$ cat config.mk
export PLATFORM = sky130hd
export DESIGN_NAME = async_serial_control_status
export DESIGN_NICKNAME = d
export VERILOG_FILES = /design/src/core/serial_pkg.sv /design/src/core/async_serial_control_status.sv
export VERILOG_INCLUDE_DIRS = /design/src /design/src/core
export SDC_FILE = /design/constraint.sdc
export NUM_CORES = 1
export LEC_CHECK = 0
export ABC_AREA = 0
export BUFFER_PORTS_ARGS = -buffer_cell sky130_fd_sc_hd__buf_2
export CAP_MARGIN = 15
export CELL_PAD_IN_SITES_DETAIL_PLACEMENT = 0
export CELL_PAD_IN_SITES_GLOBAL_PLACEMENT = 1
export CORE_UTILIZATION = 44
export DETAILED_ROUTE_END_ITERATION = 6
export PLACE_DENSITY_LB_ADDON = 0.1
export SLEW_MARGIN = 15
export SYNTH_ARGS = -nofsm -noshare
export SYNTH_HDL_FRONTEND = slang
export SYNTH_SLANG_ARGS = --single-unit
$ cat constraint.sdc
create_clock -name hclk -period 2.7 [get_ports hclk]
set_input_delay 0.54 -clock hclk [delete_from_list [all_inputs] [get_ports hclk]]
set_output_delay 0.54 -clock hclk [all_outputs]
set_load 0.01 [all_outputs]
$ cat src/core/serial_map.svh
// register map, field positions, reset values and bit timing
// assumes: included by the core module only; the serial control package does not include it
`ifndef SERIAL_MAP_SVH
`define SERIAL_MAP_SVH
// byte offsets on the bus (low address byte)
`define OFS_FRAME    8'h00
`define OFS_TXRX     8'h04
`define OFS_NINTH    8'h08
`define OFS_STATUS   8'h0c
`define OFS_DATA     8'h10
// frame control fields
`define FC_MOD_EN    6
`define FC_NINE      4
`define FC_WAKE      3
`define FC_IDLE_COUNT_TYPE      2
`define FC_PAR_EN    1
`define FC_PAR_ODD   0
`define FC_MASK      8'h5f
// tx/rx control fields
`define TR_TXE_IE    7
`define TR_TC_IE     6
`define TR_RXF_IE    5
`define TR_IDLE_IE   4
`define TR_TX_EN     3
`define TR_RX_EN     2
`define TR_STANDBY   1
`define TR_BREAK     0
// ninth bit / error enable fields
`define NB_RX9       7
`define NB_TX9       6
// receive flag vector positions
`define RF_FULL      5
`define RF_IDLE      4
`define RF_OVR       3
`define RF_NOISE     2
`define RF_FRAME     1
`define RF_PAR       0
// reset values
`define CTRL_RST     8'h00
`define FLAGS_RST    6'h00
// bit period in clocks and half of it, then frame lengths in bits for 8-bit and 9-bit frames
`define BIT_CYCLES   8'd16
`define HALF_BIT     8'd8
`define LEN_EIGHT    4'd10
`define LEN_NINE     4'd11
`endif

$ cat src/core/serial_pkg.sv
// types shared by the serial control block
// assumes: constants come from serial_map.svh
package serial_pkg;
  typedef enum logic [0:0] {TX_IDLE, TX_SHIFT} tx_state_t;
  typedef enum logic [1:0] {RX_IDLE, RX_START, RX_BITS} rx_state_t;
endpackage

$ cat src/core/async_serial_control_status.sv
// serial control/status registers, transmitter and receiver
// assumes: one ahb-lite master, hclk 200 MHz, rxd_pin asynchronous
// Function
// RL1 - wake select: address mark or idle
// RL2 - idle count starts after stop or start
// RL3 - parity enable puts parity in msb
// RL4 - parity type odd or even
// RL5 - tx empty flag raises tx interrupt
// RL6 - tx complete flag raises tx interrupt
// RL7 - rx full flag raises rx interrupt
// RL8 - rx idle flag raises rx interrupt
// RL9 - enabling transmitter sends ones preamble
// RL10 - disabling transmitter finishes character, line high
// RL11 - re-enable during character queues idle character
// RL12 - no enable writes while module disabled
// RL13 - receiver enable; disable keeps flags
// RL14 - standby masks rx interrupts until wake
// RL15 - break then one; held gives back-to-back
// RL16 - break before preamble replaces the preamble
// RL17 - received ninth bit captured with data
// RL18 - tx ninth bit loads with data
// RL19 - enabled error flags raise error interrupt
// RL20 - tx empty sets on load, read/write clears
// RL21 - tx complete high when nothing sending
// RL22 - start lags queuing by little time
// RL23 - module disable sets tx flags, masks
// RL24 - rx full cleared by status/data reads
// RL25 - three level interrupt outputs
`timescale 1ns/1ps
`include "serial_map.svh"
module async_serial_control_status
  import serial_pkg::*;
(
  input  wire logic        hclk,
  input  wire logic        hresetn,
  input  wire logic        hsel,
  input  wire logic [31:0] haddr,
  input  wire logic [1:0]  htrans,
  input  wire logic        hwrite,
  input  wire logic [2:0]  hsize,
  input  wire logic [31:0] hwdata,
  input  wire logic        hready,
  output logic      [31:0] hrdata,
  output logic             hreadyout,
  output logic             hresp,
  input  wire logic        rxd_pin,
  output logic             txd,
  output logic             tx_irq,
  output logic             rx_irq,
  output logic             err_irq
);

  // parity bit over eight bits; odd adds an inversion
  function automatic logic par_bit(input logic [7:0] v,
                                   input logic odd);
    par_bit = (^v) ^ odd;
  endfunction

  logic [7:0]  frame_ctl;
  logic [7:0]  txrx_ctl;
  logic        tx_ninth_bit;
  logic        rx_ninth_bit;
  logic [3:0]  err_en;
  logic        wr_pend;
  logic [7:0]  wr_addr;
  logic [31:0] rd_value;
  tx_state_t   tx_state;
  logic [10:0] tx_shift;
  logic [3:0]  tx_left;
  logic [7:0]  tx_tmr;
  logic        pend_ones;
  logic        post_break;
  logic [7:0]  tx_buf;
  logic        tx_empty_flag;
  logic        tx_complete_flag;
  logic        tx_arm;
  rx_state_t   rx_state;
  logic        rx_s1;
  logic        rx_s2;
  logic        rx_prev;
  logic [7:0]  rx_tmr;
  logic [3:0]  rx_cnt;
  logic [9:0]  rx_sh;
  logic [3:0]  ones;
  logic        idle_armed;
  logic        noisy;
  logic        wake_pulse;
  logic [5:0]  rx_flags;
  logic [5:0]  rx_arm;
  logic [7:0]  rx_data;

  wire take      = hsel && hready && htrans[1];
  wire rd_status = take && !hwrite && haddr[7:0] == `OFS_STATUS;
  wire rd_data   = take && !hwrite && haddr[7:0] == `OFS_DATA;
  wire wr_txrx   = wr_pend && wr_addr == `OFS_TXRX;
  wire wr_data   = wr_pend && wr_addr == `OFS_DATA;

  wire module_enable     = frame_ctl[`FC_MOD_EN];
  wire nine_bit          = frame_ctl[`FC_NINE];
  wire wake_addr         = frame_ctl[`FC_WAKE];
  wire idle_count_type   = frame_ctl[`FC_IDLE_COUNT_TYPE];
  wire parity_enable     = frame_ctl[`FC_PAR_EN];
  wire parity_odd_select = frame_ctl[`FC_PAR_ODD];
  wire transmitter_enable = txrx_ctl[`TR_TX_EN];
  wire receiver_enable   = txrx_ctl[`TR_RX_EN];
  wire receiver_standby  = txrx_ctl[`TR_STANDBY];
  wire send_break        = txrx_ctl[`TR_BREAK];
  wire [3:0] flen        = nine_bit ? `LEN_NINE : `LEN_EIGHT;

  // zero wait state slave, always okay
  assign hreadyout = 1'b1;
  assign hresp     = 1'b0;

  // address phase latched for the write data phase
  always_ff @(posedge hclk or negedge hresetn) begin
    if (!hresetn) begin
      wr_pend <= 1'b0;
      wr_addr <= 8'h00;
    end else begin
      wr_pend <= take && hwrite;
      wr_addr <= haddr[7:0];
    end
  end

  // read mux; unmapped offsets read zero
  always_comb begin
    if (haddr[7:0] == `OFS_FRAME) begin
      rd_value = {24'h000000, frame_ctl};
    end else if (haddr[7:0] == `OFS_TXRX) begin
      rd_value = {24'h000000, txrx_ctl};
    end else if (haddr[7:0] == `OFS_NINTH) begin
      rd_value = {24'h000000, rx_ninth_bit, tx_ninth_bit, 2'b00, err_en};
    end else if (haddr[7:0] == `OFS_STATUS) begin
      rd_value = {24'h000000, tx_empty_flag, tx_complete_flag, rx_flags};
    end else if (haddr[7:0] == `OFS_DATA) begin
      rd_value = {24'h000000, rx_data};
    end else begin
      rd_value = 32'h00000000;
    end
  end

  // read data sampled in the address phase so no wait state is needed
  always_ff @(posedge hclk or negedge hresetn) begin
    if (!hresetn) begin
      hrdata <= 32'h00000000;
    end else if (take && !hwrite) begin
      hrdata <= rd_value;
    end
  end

  // control registers written in the data phase
  always_ff @(posedge hclk or negedge hresetn) begin
    if (!hresetn) begin
      frame_ctl    <= `CTRL_RST;
      txrx_ctl     <= `CTRL_RST;
      tx_ninth_bit <= 1'b0; // RL18
      err_en       <= 4'h0; // RL19
    end else begin
      if (wr_pend && wr_addr == `OFS_FRAME) begin
        frame_ctl <= hwdata[7:0] & `FC_MASK;
      end else if (wr_txrx) begin
        txrx_ctl[7:4] <= hwdata[7:4];
        txrx_ctl[1:0] <= hwdata[1:0];
        // enables ignored while the module is off
        if (module_enable) begin
          txrx_ctl[3:2] <= hwdata[3:2]; // RL12
        end
      end else if (wr_pend && wr_addr == `OFS_NINTH) begin
        tx_ninth_bit <= hwdata[`NB_TX9];
        err_en       <= hwdata[3:0];
      end
      // wake wins over a same-cycle software write
      if (wake_pulse) begin
        txrx_ctl[`TR_STANDBY] <= 1'b0; // RL14
      end
    end
  end

  // transmit frame: start, data (parity in msb), stop, lsb first
  logic [8:0]  tx_word;
  logic [10:0] tx_frame;
  always_comb begin
    tx_word = {tx_ninth_bit, tx_buf}; // RL18
    if (parity_enable && nine_bit) begin
      tx_word[8] = par_bit(tx_buf, parity_odd_select); // RL3 RL4
    end else if (parity_enable) begin
      tx_word[7] = par_bit({1'b0, tx_buf[6:0]}, parity_odd_select);
    end
    tx_frame = nine_bit ? {1'b1, tx_word, 1'b0}
                        : {2'b11, tx_word[7:0], 1'b0};
  end

  wire te_rise   = wr_txrx && hwdata[`TR_TX_EN] && !transmitter_enable
                   && module_enable;
  wire can_load  = tx_state == TX_IDLE && transmitter_enable;
  wire load_brk  = can_load && send_break;
  wire load_one  = can_load && !send_break && post_break;
  wire load_pre  = can_load && !send_break && !post_break && pend_ones;
  wire load_data = can_load && !send_break && !post_break && !pend_ones
                   && !tx_empty_flag;

  // transmitter: queue, shifter, empty flag
  always_ff @(posedge hclk or negedge hresetn) begin
    if (!hresetn) begin
      tx_state      <= TX_IDLE;
      tx_shift      <= 11'h000;
      tx_left       <= 4'h0;
      tx_tmr        <= 8'h00;
      pend_ones     <= 1'b0;
      post_break    <= 1'b0;
      tx_buf        <= 8'h00;
      tx_empty_flag <= 1'b1; // RL20
      tx_arm        <= 1'b0;
      txd           <= 1'b1;
    end else if (!module_enable) begin
      tx_state      <= TX_IDLE;
      pend_ones     <= 1'b0;
      post_break    <= 1'b0;
      tx_empty_flag <= 1'b1; // RL23
      tx_arm        <= 1'b0;
      txd           <= 1'b1;
    end else begin
      // preamble on enable, or one idle character if mid-frame
      if (te_rise) begin
        pend_ones <= 1'b1; // RL9 RL11
      end
      if (rd_status && tx_empty_flag) begin
        tx_arm <= 1'b1;
      end
      if (wr_data) begin
        tx_buf <= hwdata[7:0];
        tx_arm <= 1'b0;
        if (tx_arm) begin
          tx_empty_flag <= 1'b0; // RL20
        end
      end
      case (tx_state)
        TX_IDLE: begin
          // loading starts the line on the next edge
          if (load_brk) begin
            txd        <= 1'b0; // RL15 RL22
            tx_shift   <= 11'h000;
            tx_left    <= flen - 4'd1;
            pend_ones  <= 1'b0; // RL16
            post_break <= 1'b1;
          end else if (load_one) begin
            txd        <= 1'b1; // RL15
            tx_left    <= 4'h0;
            post_break <= 1'b0;
          end else if (load_pre) begin
            txd       <= 1'b1; // RL9
            tx_shift  <= 11'h7ff;
            tx_left   <= flen - 4'd1;
            pend_ones <= 1'b0;
          end else if (load_data) begin
            txd           <= tx_frame[0];
            tx_shift      <= {1'b1, tx_frame[10:1]};
            tx_left       <= flen - 4'd1;
            tx_empty_flag <= 1'b1; // RL20
          end else begin
            txd <= 1'b1; // RL10
          end
          if (can_load && (send_break || post_break || pend_ones
                           || !tx_empty_flag)) begin
            tx_state <= TX_SHIFT;
            tx_tmr   <= `BIT_CYCLES - 8'd1;
          end
        end
        TX_SHIFT: begin
          // line holds the last bit until the next load decides
          if (tx_tmr != 8'h00) begin
            tx_tmr <= tx_tmr - 8'd1;
          end else if (tx_left == 4'h0) begin
            tx_state <= TX_IDLE; // RL10
          end else begin
            txd      <= tx_shift[0];
            tx_shift <= {1'b1, tx_shift[10:1]};
            tx_left  <= tx_left - 4'd1;
            tx_tmr   <= `BIT_CYCLES - 8'd1;
          end
        end
        default: tx_state <= TX_IDLE;
      endcase
    end
  end

  // complete flag follows empty and an idle shifter
  always_ff @(posedge hclk or negedge hresetn) begin
    if (!hresetn) begin
      tx_complete_flag <= 1'b1; // RL21
    end else begin
      tx_complete_flag <= !module_enable || (tx_empty_flag // RL23
        && tx_state == TX_IDLE && !pend_ones && !post_break
        && !(transmitter_enable && send_break) && !te_rise); // RL21
    end
  end

  // receive line synchroniser
  always_ff @(posedge hclk or negedge hresetn) begin
    if (!hresetn) begin
      rx_s1   <= 1'b1;
      rx_s2   <= 1'b1;
      rx_prev <= 1'b1;
    end else begin
      rx_s1   <= rxd_pin;
      rx_s2   <= rx_s1;
      rx_prev <= rx_s2;
    end
  end

  wire rx_active = module_enable && receiver_enable; // RL13
  wire rx_tick   = rx_active && rx_tmr == 8'h00;
  wire rx_done   = rx_tick && rx_state == RX_BITS && rx_cnt == 4'd1;
  wire [9:0] rx_vec  = {rx_s2, rx_sh[9:1]};
  wire [8:0] rx_word = nine_bit ? rx_vec[8:0] : {1'b0, rx_vec[8:1]};
  wire rx_msb    = nine_bit ? rx_word[8] : rx_word[7];
  wire rx_accept = !receiver_standby || (wake_addr && rx_msb); // RL1
  wire rx_store  = rx_done && rx_accept && !rx_flags[`RF_FULL];
  // ones at a bit sample; before the stop only when counting from start
  wire count_one = rx_tick && rx_s2 && ones != flen
    && (rx_state == RX_IDLE || (rx_state == RX_BITS && !idle_count_type));
  wire idle_hit  = count_one && ones == flen - 4'd1;

  // data and ninth bit have no reset; captured together
  always_ff @(posedge hclk) begin
    if (rx_store) begin
      rx_data      <= rx_word[7:0];
      rx_ninth_bit <= rx_msb; // RL17
    end
  end

  // receiver sequencer, flags and wake detection
  always_ff @(posedge hclk or negedge hresetn) begin
    if (!hresetn) begin
      rx_state   <= RX_IDLE;
      rx_tmr     <= 8'h00;
      rx_cnt     <= 4'h0;
      rx_sh      <= 10'h000;
      ones       <= 4'h0;
      idle_armed <= 1'b0;
      noisy      <= 1'b0;
      wake_pulse <= 1'b0;
      rx_flags   <= `FLAGS_RST; // RL24
      rx_arm     <= 6'h00;
    end else begin
      wake_pulse <= 1'b0;
      // two-step clear: status read arms, data read clears
      if (rd_status) begin
        rx_arm <= rx_flags;
      end
      if (rd_data) begin
        rx_flags <= rx_flags & ~rx_arm; // RL24
        rx_arm   <= 6'h00;
      end
      if (count_one) begin
        ones <= ones + 4'd1;
      end
      // idle wakes standby without flagging, else flags once armed
      if (idle_hit && receiver_standby && !wake_addr) begin
        wake_pulse <= 1'b1; // RL1 RL14
      end else if (idle_hit && idle_armed && !receiver_standby) begin
        rx_flags[`RF_IDLE] <= 1'b1;
        idle_armed         <= 1'b0;
      end
      if (!rx_active) begin
        rx_state <= RX_IDLE; // RL13
        ones     <= 4'h0;
      end else begin
        case (rx_state)
          RX_IDLE: begin
            if (!rx_s2) begin
              rx_state <= RX_START;
              rx_tmr   <= `HALF_BIT - 8'd1;
            end else if (rx_tmr == 8'h00) begin
              rx_tmr <= `BIT_CYCLES - 8'd1;
            end else begin
              rx_tmr <= rx_tmr - 8'd1;
            end
          end
          RX_START: begin
            if (rx_tmr != 8'h00) begin
              rx_tmr <= rx_tmr - 8'd1;
            end else if (rx_s2) begin
              rx_state <= RX_IDLE; // false start
            end else begin
              rx_state <= RX_BITS;
              rx_cnt   <= flen - 4'd1;
              rx_tmr   <= `BIT_CYCLES - 8'd1;
              ones     <= 4'h0; // RL2
              noisy    <= 1'b0;
            end
          end
          RX_BITS: begin
            if (rx_tmr != 8'h00) begin
              rx_tmr <= rx_tmr - 8'd1;
            end else begin
              rx_sh  <= rx_vec;
              rx_cnt <= rx_cnt - 4'd1;
              rx_tmr <= `BIT_CYCLES - 8'd1;
              // level change right before a sample counts as noise
              noisy  <= noisy || rx_s2 != rx_prev;
              if (!rx_s2) begin
                ones <= 4'h0; // RL2
              end
              if (rx_cnt == 4'd1) begin
                rx_state <= RX_IDLE;
              end
            end
          end
          default: rx_state <= RX_IDLE;
        endcase
      end
      // a finished frame; sets win over same-cycle clears
      if (rx_done && rx_accept) begin
        if (receiver_standby) begin
          wake_pulse <= 1'b1; // RL1 RL14
        end
        if (rx_flags[`RF_FULL]) begin
          rx_flags[`RF_OVR] <= 1'b1;
        end else begin
          rx_flags[`RF_FULL] <= 1'b1;
          idle_armed         <= 1'b1;
        end
        if (!rx_vec[9]) begin
          rx_flags[`RF_FRAME] <= 1'b1;
        end
        if (parity_enable && (^rx_word) != parity_odd_select) begin
          rx_flags[`RF_PAR] <= 1'b1; // RL3 RL4
        end
        if (noisy || rx_s2 != rx_prev) begin
          rx_flags[`RF_NOISE] <= 1'b1;
        end
      end
    end
  end

  // level interrupt requests, one per source group
  always_ff @(posedge hclk or negedge hresetn) begin
    if (!hresetn) begin
      tx_irq  <= 1'b0;
      rx_irq  <= 1'b0;
      err_irq <= 1'b0;
    end else begin
      tx_irq <= module_enable && // RL23 RL25
        ((tx_empty_flag && txrx_ctl[`TR_TXE_IE]) || // RL5
         (tx_complete_flag && txrx_ctl[`TR_TC_IE])); // RL6
      rx_irq <= !receiver_standby && // RL14 RL25
        ((rx_flags[`RF_FULL] && txrx_ctl[`TR_RXF_IE]) || // RL7
         (rx_flags[`RF_IDLE] && txrx_ctl[`TR_IDLE_IE])); // RL8
      err_irq <= |(rx_flags[3:0] & err_en); // RL19 RL25
    end
  end
endmodule

After elaboration in Yosys (flattened, before gate mapping)
Index checks and enable logic that the tools add are counted.

Bits in registers: 156. Input bits: 75. Output and inout bits: 38. Word-level logic and storage cells: 305.

Add/sub/neg operators: 6. Equality and inequality tests: 35. Multiplexer cells: 112. Bitwise logic cells: 9. Reductions and logical operators: 105.

Operators with widths (number): $mux 8 (13); $mux 11 (6); $mux 4 (15); $mux 1 (56); $logic_and 1x1->1 (53); $eq 8x4->1 const B (3); $logic_not 8->1 (3); $ne 3x3->1 const B (8); $pmux 8 s3 (1); $pmux 11 s2 (1); $mux 6 (3); $eq 8x3->1 const B (2); $eq 8x5->1 const B (2); $mux 2 (8); $ne 2x2->1 const B (8); $pmux 4 s2 (2); $pmux 8 s2 (1); $reduce_bool 8->1 (2); $reduce_xor 8->1 (2); $sub 8x1->8 const B (2); $reduce_and 3->1 (5); $logic_not 1->1 (13); $sub 4x1->4 const B (3); $mux 10 (1); 30 further kinds (54).

Depth between registers and ports, before layout
Gate-level depths: netlist of the first run.

Depth in word-level cells: 12. Mapped depth: 9. Mapped depth without buffers: 8.

Least setup slack after synthesis of the first run
OpenSTA, ideal clock, no wires.

Path type: register -> register. Start: reg rx_tmr[3]. End: reg rx_data[0], enable pin. Library setup time: 374 ps. Arrival: 1839 ps. Data required time: 2326 ps. Path slack: 487 ps. Cell stages (with the launch flop): 6. Buffers on the path: 0. Period minus slack after synthesis: 2213 ps. Cell sequence: dfrtp_1 -> or3_1 -> nor3_1 -> nand3_1 -> a211o_1 -> nor2_1.

Longest elaborated chain between the ends: 6.

Ends and longest elaborated chain: from (decl) (RTL line async_serial_control_status.sv:81) `logic [7:0] rx_tmr;`; from (signal assigned) (RTL line async_serial_control_status.sv:373) `` rx_tmr <= `HALF_BIT - 8'd1; ``; from (signal assigned) (RTL line async_serial_control_status.sv:375) `` rx_tmr <= `BIT_CYCLES - 8'd1; ``; from (signal assigned) (RTL line async_serial_control_status.sv:377) `rx_tmr <= rx_tmr - 8'd1;`; $logic_not 8->1 (RTL line async_serial_control_status.sv:312) `wire rx_tick = rx_active && rx_tmr == 8'h00;`; $logic_and 1x1->1 (RTL line async_serial_control_status.sv:312); $logic_and 1x1->1 (2 in series) (RTL line async_serial_control_status.sv:313) `wire rx_done = rx_tick && rx_state == RX_BITS && rx_cnt == 4'd1;`; $logic_and 1x1->1 (2 in series) (RTL line async_serial_control_status.sv:318) `` wire rx_store = rx_done && rx_accept && !rx_flags[`RF_FULL]; ``; named net rx_store (RTL line async_serial_control_status.sv:318); to (signal assigned) (RTL line async_serial_control_status.sv:327) `rx_data <= rx_word[7:0];`; to (decl) (RTL line async_serial_control_status.sv:90) `logic [7:0] rx_data;`.

The timed path passes the listed nets, and every way through them passes these cells. A chain may end at the register's enable or synchronous reset.

Worst setup path in the final report of the first run
Start: reg rx_tmr[3]. End: reg rx_data[7], enable pin.

Same word-level chain as after synthesis.

==> impl_metrics.env, run 1 <==
export IMPL_core_um2=14700
export IMPL_clock_latency_ns=0.42
export IMPL_cp_start_kind="flop"
export IMPL_cellPowerDensity_nw_per_um2=629.1
export IMPL_required_ns=2.83
export IMPL_antenna_found_initial=0
export IMPL_status="complete, but fails checks"
export IMPL_cts_root_buf="clkbuf_16"
export IMPL_setup_tns_ns=0
export IMPL_n_antenna_cell=0
export IMPL_fin_nets=770
export IMPL_comb_power_share_pct=8.1
export IMPL_synth_edff_count=9
export IMPL_clockPowerShare_pct=48.1
export IMPL_wl_per_cell_um=16.85
export IMPL_io_pins=113
export IMPL_grt_max_degree=55
export IMPL_area_delta_synth_final_pct=14.18
export IMPL_failed_checks="design-rule violations"
export IMPL_yosysTopAreaCell="dfrtp_1"
export IMPL_synth_area_top_cells="dfrtp_1, mux2_2, edfxtp_1"
export IMPL_grt_util_all_layers_pct=20.39
export IMPL_clock_path_buffers=2
export IMPL_rows=44
export IMPL_p_seq_share_pct=43.8
export IMPL_drt_pass1_iter_count=7
export IMPL_grt_pass1_vias=4768
export IMPL_top_regs="tx_shift (11), rx_sh (9)"
export IMPL_vias_per_cell=5.431
export IMPL_fin_crit_sh_pct=82.43
export IMPL_io_buffer_count=34
export IMPL_power_leakage_uw=0.003429
export IMPL_synth_main_ff_cell="dfrtp_1"
export IMPL_hold_viol=0
export IMPL_ir_worst_vdd_mv=0.4563
export IMPL_syn_inst=636
export IMPL_hold_ws_ns=0.04438
export IMPL_postCtsSetupBuffers=0
export IMPL_overflow=0
export IMPL_seq_area_frac_synth_pct=49.81
export IMPL_htreeDepth=4
export IMPL_die_h_um=125.3
export IMPL_ys_warn_count=0
export IMPL_internal_power_uw=3643
export IMPL_place_gp_congestion=0.8411
export IMPL_tightest_slew_ns=0.6492
export IMPL_clock_sinks=131
export IMPL_postRouteAntennaNets=0
export IMPL_cts_buffers=17
export IMPL_ys_async_sr_fraction_pct=93.13
export IMPL_grt_pass1_wl_um=24760
export IMPL_largest_register_ffs=11
export IMPL_cp_max_fo=9
export IMPL_cts_resized=0
export IMPL_die_w_um=125.3
export IMPL_synth_seq_cells=131
export IMPL_cap_violations=0
export IMPL_crit_type="flop to flop"
export IMPL_fmax_mhz=449.3
export IMPL_top_register="tx_shift"
export IMPL_arrival_ns=2.36
export IMPL_end_kind="flop"
export IMPL_syn_area_per_cell_um2=10.51
export IMPL_final_layout_size_suffix_gt1_share_pct=21.26
export IMPL_clkTransAtPathRegs_ns=0.06
export IMPL_final_common_cell="dfrtp_1"
export IMPL_drc=5
export IMPL_num_vias=4779
export IMPL_start_util_pct=45.49
export IMPL_fin_crit_ns=2.226
export IMPL_finClkSkew_ns=0.008684
export IMPL_die_area_um2=15690
export IMPL_layout_common_cells="dfrtp_1, nand2_1, o21ai_0"
export IMPL_drtIter0Drc=265
export IMPL_finalMaxSlewViolations=0
export IMPL_wl_um=14830
export IMPL_power_switching_share_pct=24.14
export IMPL_power_switching_uw=1160
export IMPL_slew_headroom_pct=56.54
export IMPL_dp_hpwl_um=10770
export IMPL_ctsHoldBuffers=0
export IMPL_synthDistinctLibCells=72
export IMPL_synth_area_um2=6686
export IMPL_holdCritPathClass="input port to async pin"
export IMPL_cts_tree="yes"
export IMPL_setup_violations=0
export IMPL_rsz0062_at_grt="false"
export IMPL_yosys_area_top_type_share_pct=43.41
[worst paths after layout]
kind / to / from / slack (ns) / cells past startpoint
worst max-delay path: rx_data[7]$_DFFE_PP_ / rx_tmr[3]$_DFFE_PN0P_ / 0.47 / 6
worst min-delay path: tx_tmr[5]$_DFFE_PN0P_ / hresetn / 0.04 / 1
worst max register to register: rx_data[7]$_DFFE_PP_ / rx_tmr[3]$_DFFE_PN0P_ / 0.47 / 6
worst min register to register: rx_s2$_DFF_PN1_ / rx_s1$_DFF_PN1_ / 0.36 / 0
max in group asynchronous: rx_prev$_DFF_PN1_ / hresetn / 1.96 / 2
min in group hclk: rx_s1$_DFF_PN1_ / rxd_pin / 0.21 / 1
[stage by stage]
| stage | cell area, um2 | cells | util [%] | power (uW) | setup slack [ns] |
|---|---|---|---|---|---|
| 3_5_place_dp | 7043 | 848 | 47.91 | 2532 | 0.4418 |
| 6_report | 7635 | 880 | 51.94 | 4803 | 0.4745 |
| 3_3_place_gp | 7043 | 848 | 47.91 | 2522 | 0.4326 |
| 2_1_floorplan | 6777 | 660 | - | 2408 | 0.4867 |
| 5_1_grt | 7635 | 880 | 51.94 | 4997 | 0.2667 |
| 4_1_cts | 7635 | 880 | 51.94 | 4864 | 0.4333 |
[worst max-delay path, stage by stage (launching register included)]
cell	delay [ns]
dfrtp_1	0.43
or3_1	0.40
nor3_1	0.29
nand3_1	0.19
a211o_1	0.31
nor2_1	0.12
buf_4	0.19
[metal layers]
| metal | GRT usage [%] | vias up | wire [um] | share of wire [%] |
|---|---|---|---|---|
| met3 | 4.151 | 24 | 548 | 3.7 |
| met5 | 0 | - | 0 | 0 |
| met1 | 27.58 | 2342 | 6932 | 47 |
| met2 | 31.94 | 103 | 7036 | 47 |
| met4 | 8.680 | 0 | 310 | 2.1 |
| li1 | - | 2310 | - | - |
[synth_stat cells, drive strengths merged, types with 3 or more instances]
cell and n:
buf 38, nor3 17, nor4b 4, a22o 9, o21ai 49, nand4 3
mux2i 6, a221oi 5, nand3 11, a21oi 36, o31ai 5, nand2 73
a21o 8, dfstp 6, xor2 10, clkbuf 10, xnor2 16, edfxtp 9
a31oi 8, a211oi 3, and3 3, ha 12, a22oi 7, nor2b 4
mux2 42, nor2 42, nor4 3, nand3b 3, or3 5, nor3b 3
a21boi 4, nand2b 5, dfrtp 116, inv 23, and2 6
[kinds of logic (layout without fill, tap and decap cells)]
group | after synthesis | count (layout) | share of synthesized area (%)
simple gates | 190 | 190 | 15.29
xor+xnor | 27 | 27 | 3.742
mux | 48 | 48 | 8.252
compound gates | 155 | 155 | 14.82
fa+ha+maj | 12 | 12 | 2.245
buf+inv | 71 | 107 | 5.726
other cells | 2 | 26 | 0.1123
flops | 131 | 131 | 49.81
[power by group through the flow]
stage / clock network (uW) / logic [uW] / registers [uW]
final: 2310 / 389 / 2100
after global routing: 2440 / 440 / 2110
after CTS: 2370 / 393 / 2100
after detailed placement: 0 / 392 / 2140
after global placement: 0 / 385 / 2140
after floorplan: 0 / 283 / 2120
[final cells by class]
type / count / area, um2
repair buffers: 52 / 332.8
well taps: 184 / 230.2
clock inverters: 13 / 158.9
clock buffers: 19 / 432.9
inverters: 23 / 86.33
multi-input cells: 458 / 3063
fillers: 1334 / 7064
flip-flops and latches: 131 / 3331
Note: power is estimated with default switching activity, not from simulation.
==> run 2: changes to the inputs <==
--- a/config.mk
+++ b/config.mk
@@ -11,7 +11,7 @@
 export CAP_MARGIN = 15
 export CELL_PAD_IN_SITES_DETAIL_PLACEMENT = 0
 export CELL_PAD_IN_SITES_GLOBAL_PLACEMENT = 1
-export CORE_UTILIZATION = 44
+export CORE_UTILIZATION = 40
 export DETAILED_ROUTE_END_ITERATION = 6
 export PLACE_DENSITY_LB_ADDON = 0.1
 export SLEW_MARGIN = 15
==> constraint.sdc (replaced) <==
create_clock -name hclk -period 1.92 [get_ports hclk]
set_input_delay 0.384 -clock hclk [delete_from_list [all_inputs] [get_ports hclk]]
set_output_delay 0.384 -clock hclk [all_outputs]
set_load 0.01 [all_outputs]
==> run 2 against run 1 <==
Net effect:
- the flow now finishes without violations
- setup slack lost 0.46 ns
- highest routed layer unchanged
- clock-buffer cell count grew 4
- critical endpoint is now rx_data[4]$_DFFE_PP_
- maximum frequency grew 17%
- critical path type unchanged
==> impl_metrics.env, run 2 (synthesis results as in run 1) <==
export IMPL_cap_violations=0
export IMPL_cts_buffers=17
export IMPL_hold_path_depth=1
export IMPL_grt_util_all_layers_pct=19.54
export IMPL_p_seq_share_pct=41.9
export IMPL_start_util_pct=41.49
export IMPL_cellPowerDensity_nw_per_um2=838.5
export IMPL_hold_ws_ns=0.07263
export IMPL_comb_power_share_pct=11.1
export IMPL_power_leakage_uw=0.003841
export IMPL_r2r_end="rx_data[4]$_DFFE_PP_"
export IMPL_fin_crit_sh_pct=99.25
export IMPL_largest_register_ffs=11
export IMPL_placedCellCount=930
export IMPL_grt_pass1_wl_um=26540
export IMPL_num_vias=5139
export IMPL_area_delta_synth_final_pct=25.67
export IMPL_drtIter0Drc=257
export IMPL_postRouteAntennaNets=0
export IMPL_met1_usage_pct=26.26
export IMPL_cts_root_buf="clkbuf_16"
export IMPL_internal_power_uw=5393
export IMPL_ir_worst_vdd_mv=0.5972
export IMPL_final_cells=977
export IMPL_cp_max_fo=5
export IMPL_die_area_um2=17240
export IMPL_hold_viol=0
export IMPL_clock_path_buffers=2
export IMPL_hold_end="rx_s1$_DFF_PN1_"
export IMPL_drt_pass1_iter_count=6
export IMPL_io_buffer_count=34
export IMPL_setup_slack_ns=0.01442
export IMPL_crit_type="flop to flop"
export IMPL_fin_crit_ns=1.906
export IMPL_wl_per_cell_um=16.75
export IMPL_die_w_um=131.3
export IMPL_cp_start_kind="flop"
export IMPL_fin_nets=834
export IMPL_setup_violations=0
export IMPL_rows=46
export IMPL_clock_sinks=131
export IMPL_drc=0
export IMPL_vias_per_cell=5.260
export IMPL_grt_max_degree=45
export IMPL_die_h_um=131.3
export IMPL_grt_use_met3_pct=3.125
export IMPL_grtUsageMet2_pct=32.18
export IMPL_status="finished, final reports clean"
export IMPL_final_common_cell="dfrtp_1"
export IMPL_holdCritPathClass="input port to flop"
export IMPL_rsz0062_at_grt="true"
export IMPL_finClkSkew_ns=0.007071
export IMPL_top_register="tx_shift"
export IMPL_r2r_start="rx_tmr[4]$_DFFE_PN0P_"
export IMPL_antenna_found_initial=1
export IMPL_arrival_ns=2.01
export IMPL_overflow=0
export IMPL_power_switching_share_pct=23.45
export IMPL_finalMaxSlewViolations=0
export IMPL_wl_um=16360
export IMPL_clkTransAtPathRegs_ns=0.06
export IMPL_dp_hpwl_um=11850
export IMPL_htreeDepth=4
export IMPL_core_um2=16120
export IMPL_top_regs="tx_shift (11), rx_sh (9)"
export IMPL_required_ns=2.03
export IMPL_grt_pass1_vias=5090
export IMPL_grt_busiest_layer="met2"
export IMPL_layout_common_cells="dfrtp_1, buf_4, nand2_1"
export IMPL_final_layout_size_suffix_gt1_share_pct=31.84
export IMPL_clockPowerShare_pct=47.0
export IMPL_r2r_cells=5
export IMPL_cts_tree="yes"
export IMPL_io_pins=113
export IMPL_end_kind="flop"
export IMPL_worst_path_max_delay_cell="or3_4"
export IMPL_worstPathCellList="or3_4, nor3_4, nand3_2, a211o_4, nor2_4"
export IMPL_critPathMaxStageDelay_ns=0.41
export IMPL_r2r_slack_ns=0.01
export IMPL_power_switching_uw=1652
export IMPL_clock_latency_ns=0.41
export IMPL_place_gp_congestion=0.7722
export IMPL_hp_start="rxd_pin"
export IMPL_fmax_mhz=524.8
export IMPL_pre_cts_slack_ns=-0.1197
==> run 2: cell types whose count changed in the layout (fill, tap and decap cells not counted), sizes merged <==
| cell | previous run | this run |
|---|---|---|
| buf | 52 | 113 |
| clkbuf | 19 | 24 |
| clkinv | 5 | 3 |
| clkinvlp | 4 | 2 |
| diode | 0 | 1 |
| dlygate4sd3 | 0 | 1 |
| nor2 | 42 | 43 |
==> run 2: how the worst max path moves through the flow <==
| stage | from | endpoint | cells after the start |
|---|---|---|---|
| after detailed placement | rx_tmr[4]$_DFFE_PN0P_ | rx_flags[0]$_DFF_PN0_ | 6 |
| after floorplan | tx_tmr[1]$_DFFE_PN0P_ | tx_tmr[7]$_DFFE_PN0P_ | 8 |
| after global placement | tx_tmr[1]$_DFFE_PN0P_ | tx_tmr[6]$_DFFE_PN0P_ | 8 |
| final | rx_tmr[4]$_DFFE_PN0P_ | rx_data[4]$_DFFE_PP_ | 5 |
| after CTS | rx_tmr[4]$_DFFE_PN0P_ | rx_data[7]$_DFFE_PP_ | 5 |
| after global routing | rx_tmr[4]$_DFFE_PN0P_ | rx_data[3]$_DFFE_PP_ | 5 |
==> run 2: power groups by stage <==
stage | sequential [uW] | clock, uW | combinational (uW)
2_1_floorplan | 2990 | 0 | 400
3_3_place_gp | 2990 | 0 | 674
3_5_place_dp | 2990 | 0 | 684
4_1_cts | 2950 | 3400 | 720
5_1_grt | 2960 | 3500 | 865
6_report | 2950 | 3310 | 783
==> run 2: what timing repair did <==
item | CTS | global route
cloned | 2 | 1
endpoints found under the setup margin | 44 | 63
hold buffers | 1 | 0
pin swaps | 5 | 18
setup buffers | 3 | 8
hold endpoints to repair | 16 | 0
resized for setup | 15 | 42
==> run 2: layout make-up <==
class | instances | area, um2
antenna | 1 | 2.502
clock buffer | 23 | 478.0
clock inverter | 9 | 128.9
fill | 1478 | 7712
inverter | 23 | 86.33
multi-input combinational | 459 | 3241
sequential | 131 | 3331
tap | 216 | 270.3
timing repair buffer | 115 | 865.8
==> run 2: worst max-delay path, delay by kind of cell, from the launching register on <==
kind,cells,cell delay [ns]
flops,1,0.38
simple gates,4,0.90
compound gates,1,0.33
==> run 2: routing by layer <==
metal	part of all wire [%]	up-vias	wire, um
met5	0	-	0
met4	1.4	0	228
met3	3.8	22	621
met2	49	113	7997
met1	46	2558	7515
li1	-	2446	-
==> run 2: through the flow <==
step / TNS [ns] / total power (uW) / cell area, um2 / util, %
after floorplan: 0 / 3388 / 6789 / -
after global placement: -1.566 / 3664 / 7483 / 46.44
after detailed placement: -2.110 / 3677 / 7483 / 46.44
after CTS: 0 / 7066 / 8227 / 51.05
after global routing: -0.7710 / 7327 / 8401 / 52.13
final: 0 / 7046 / 8403 / 52.14
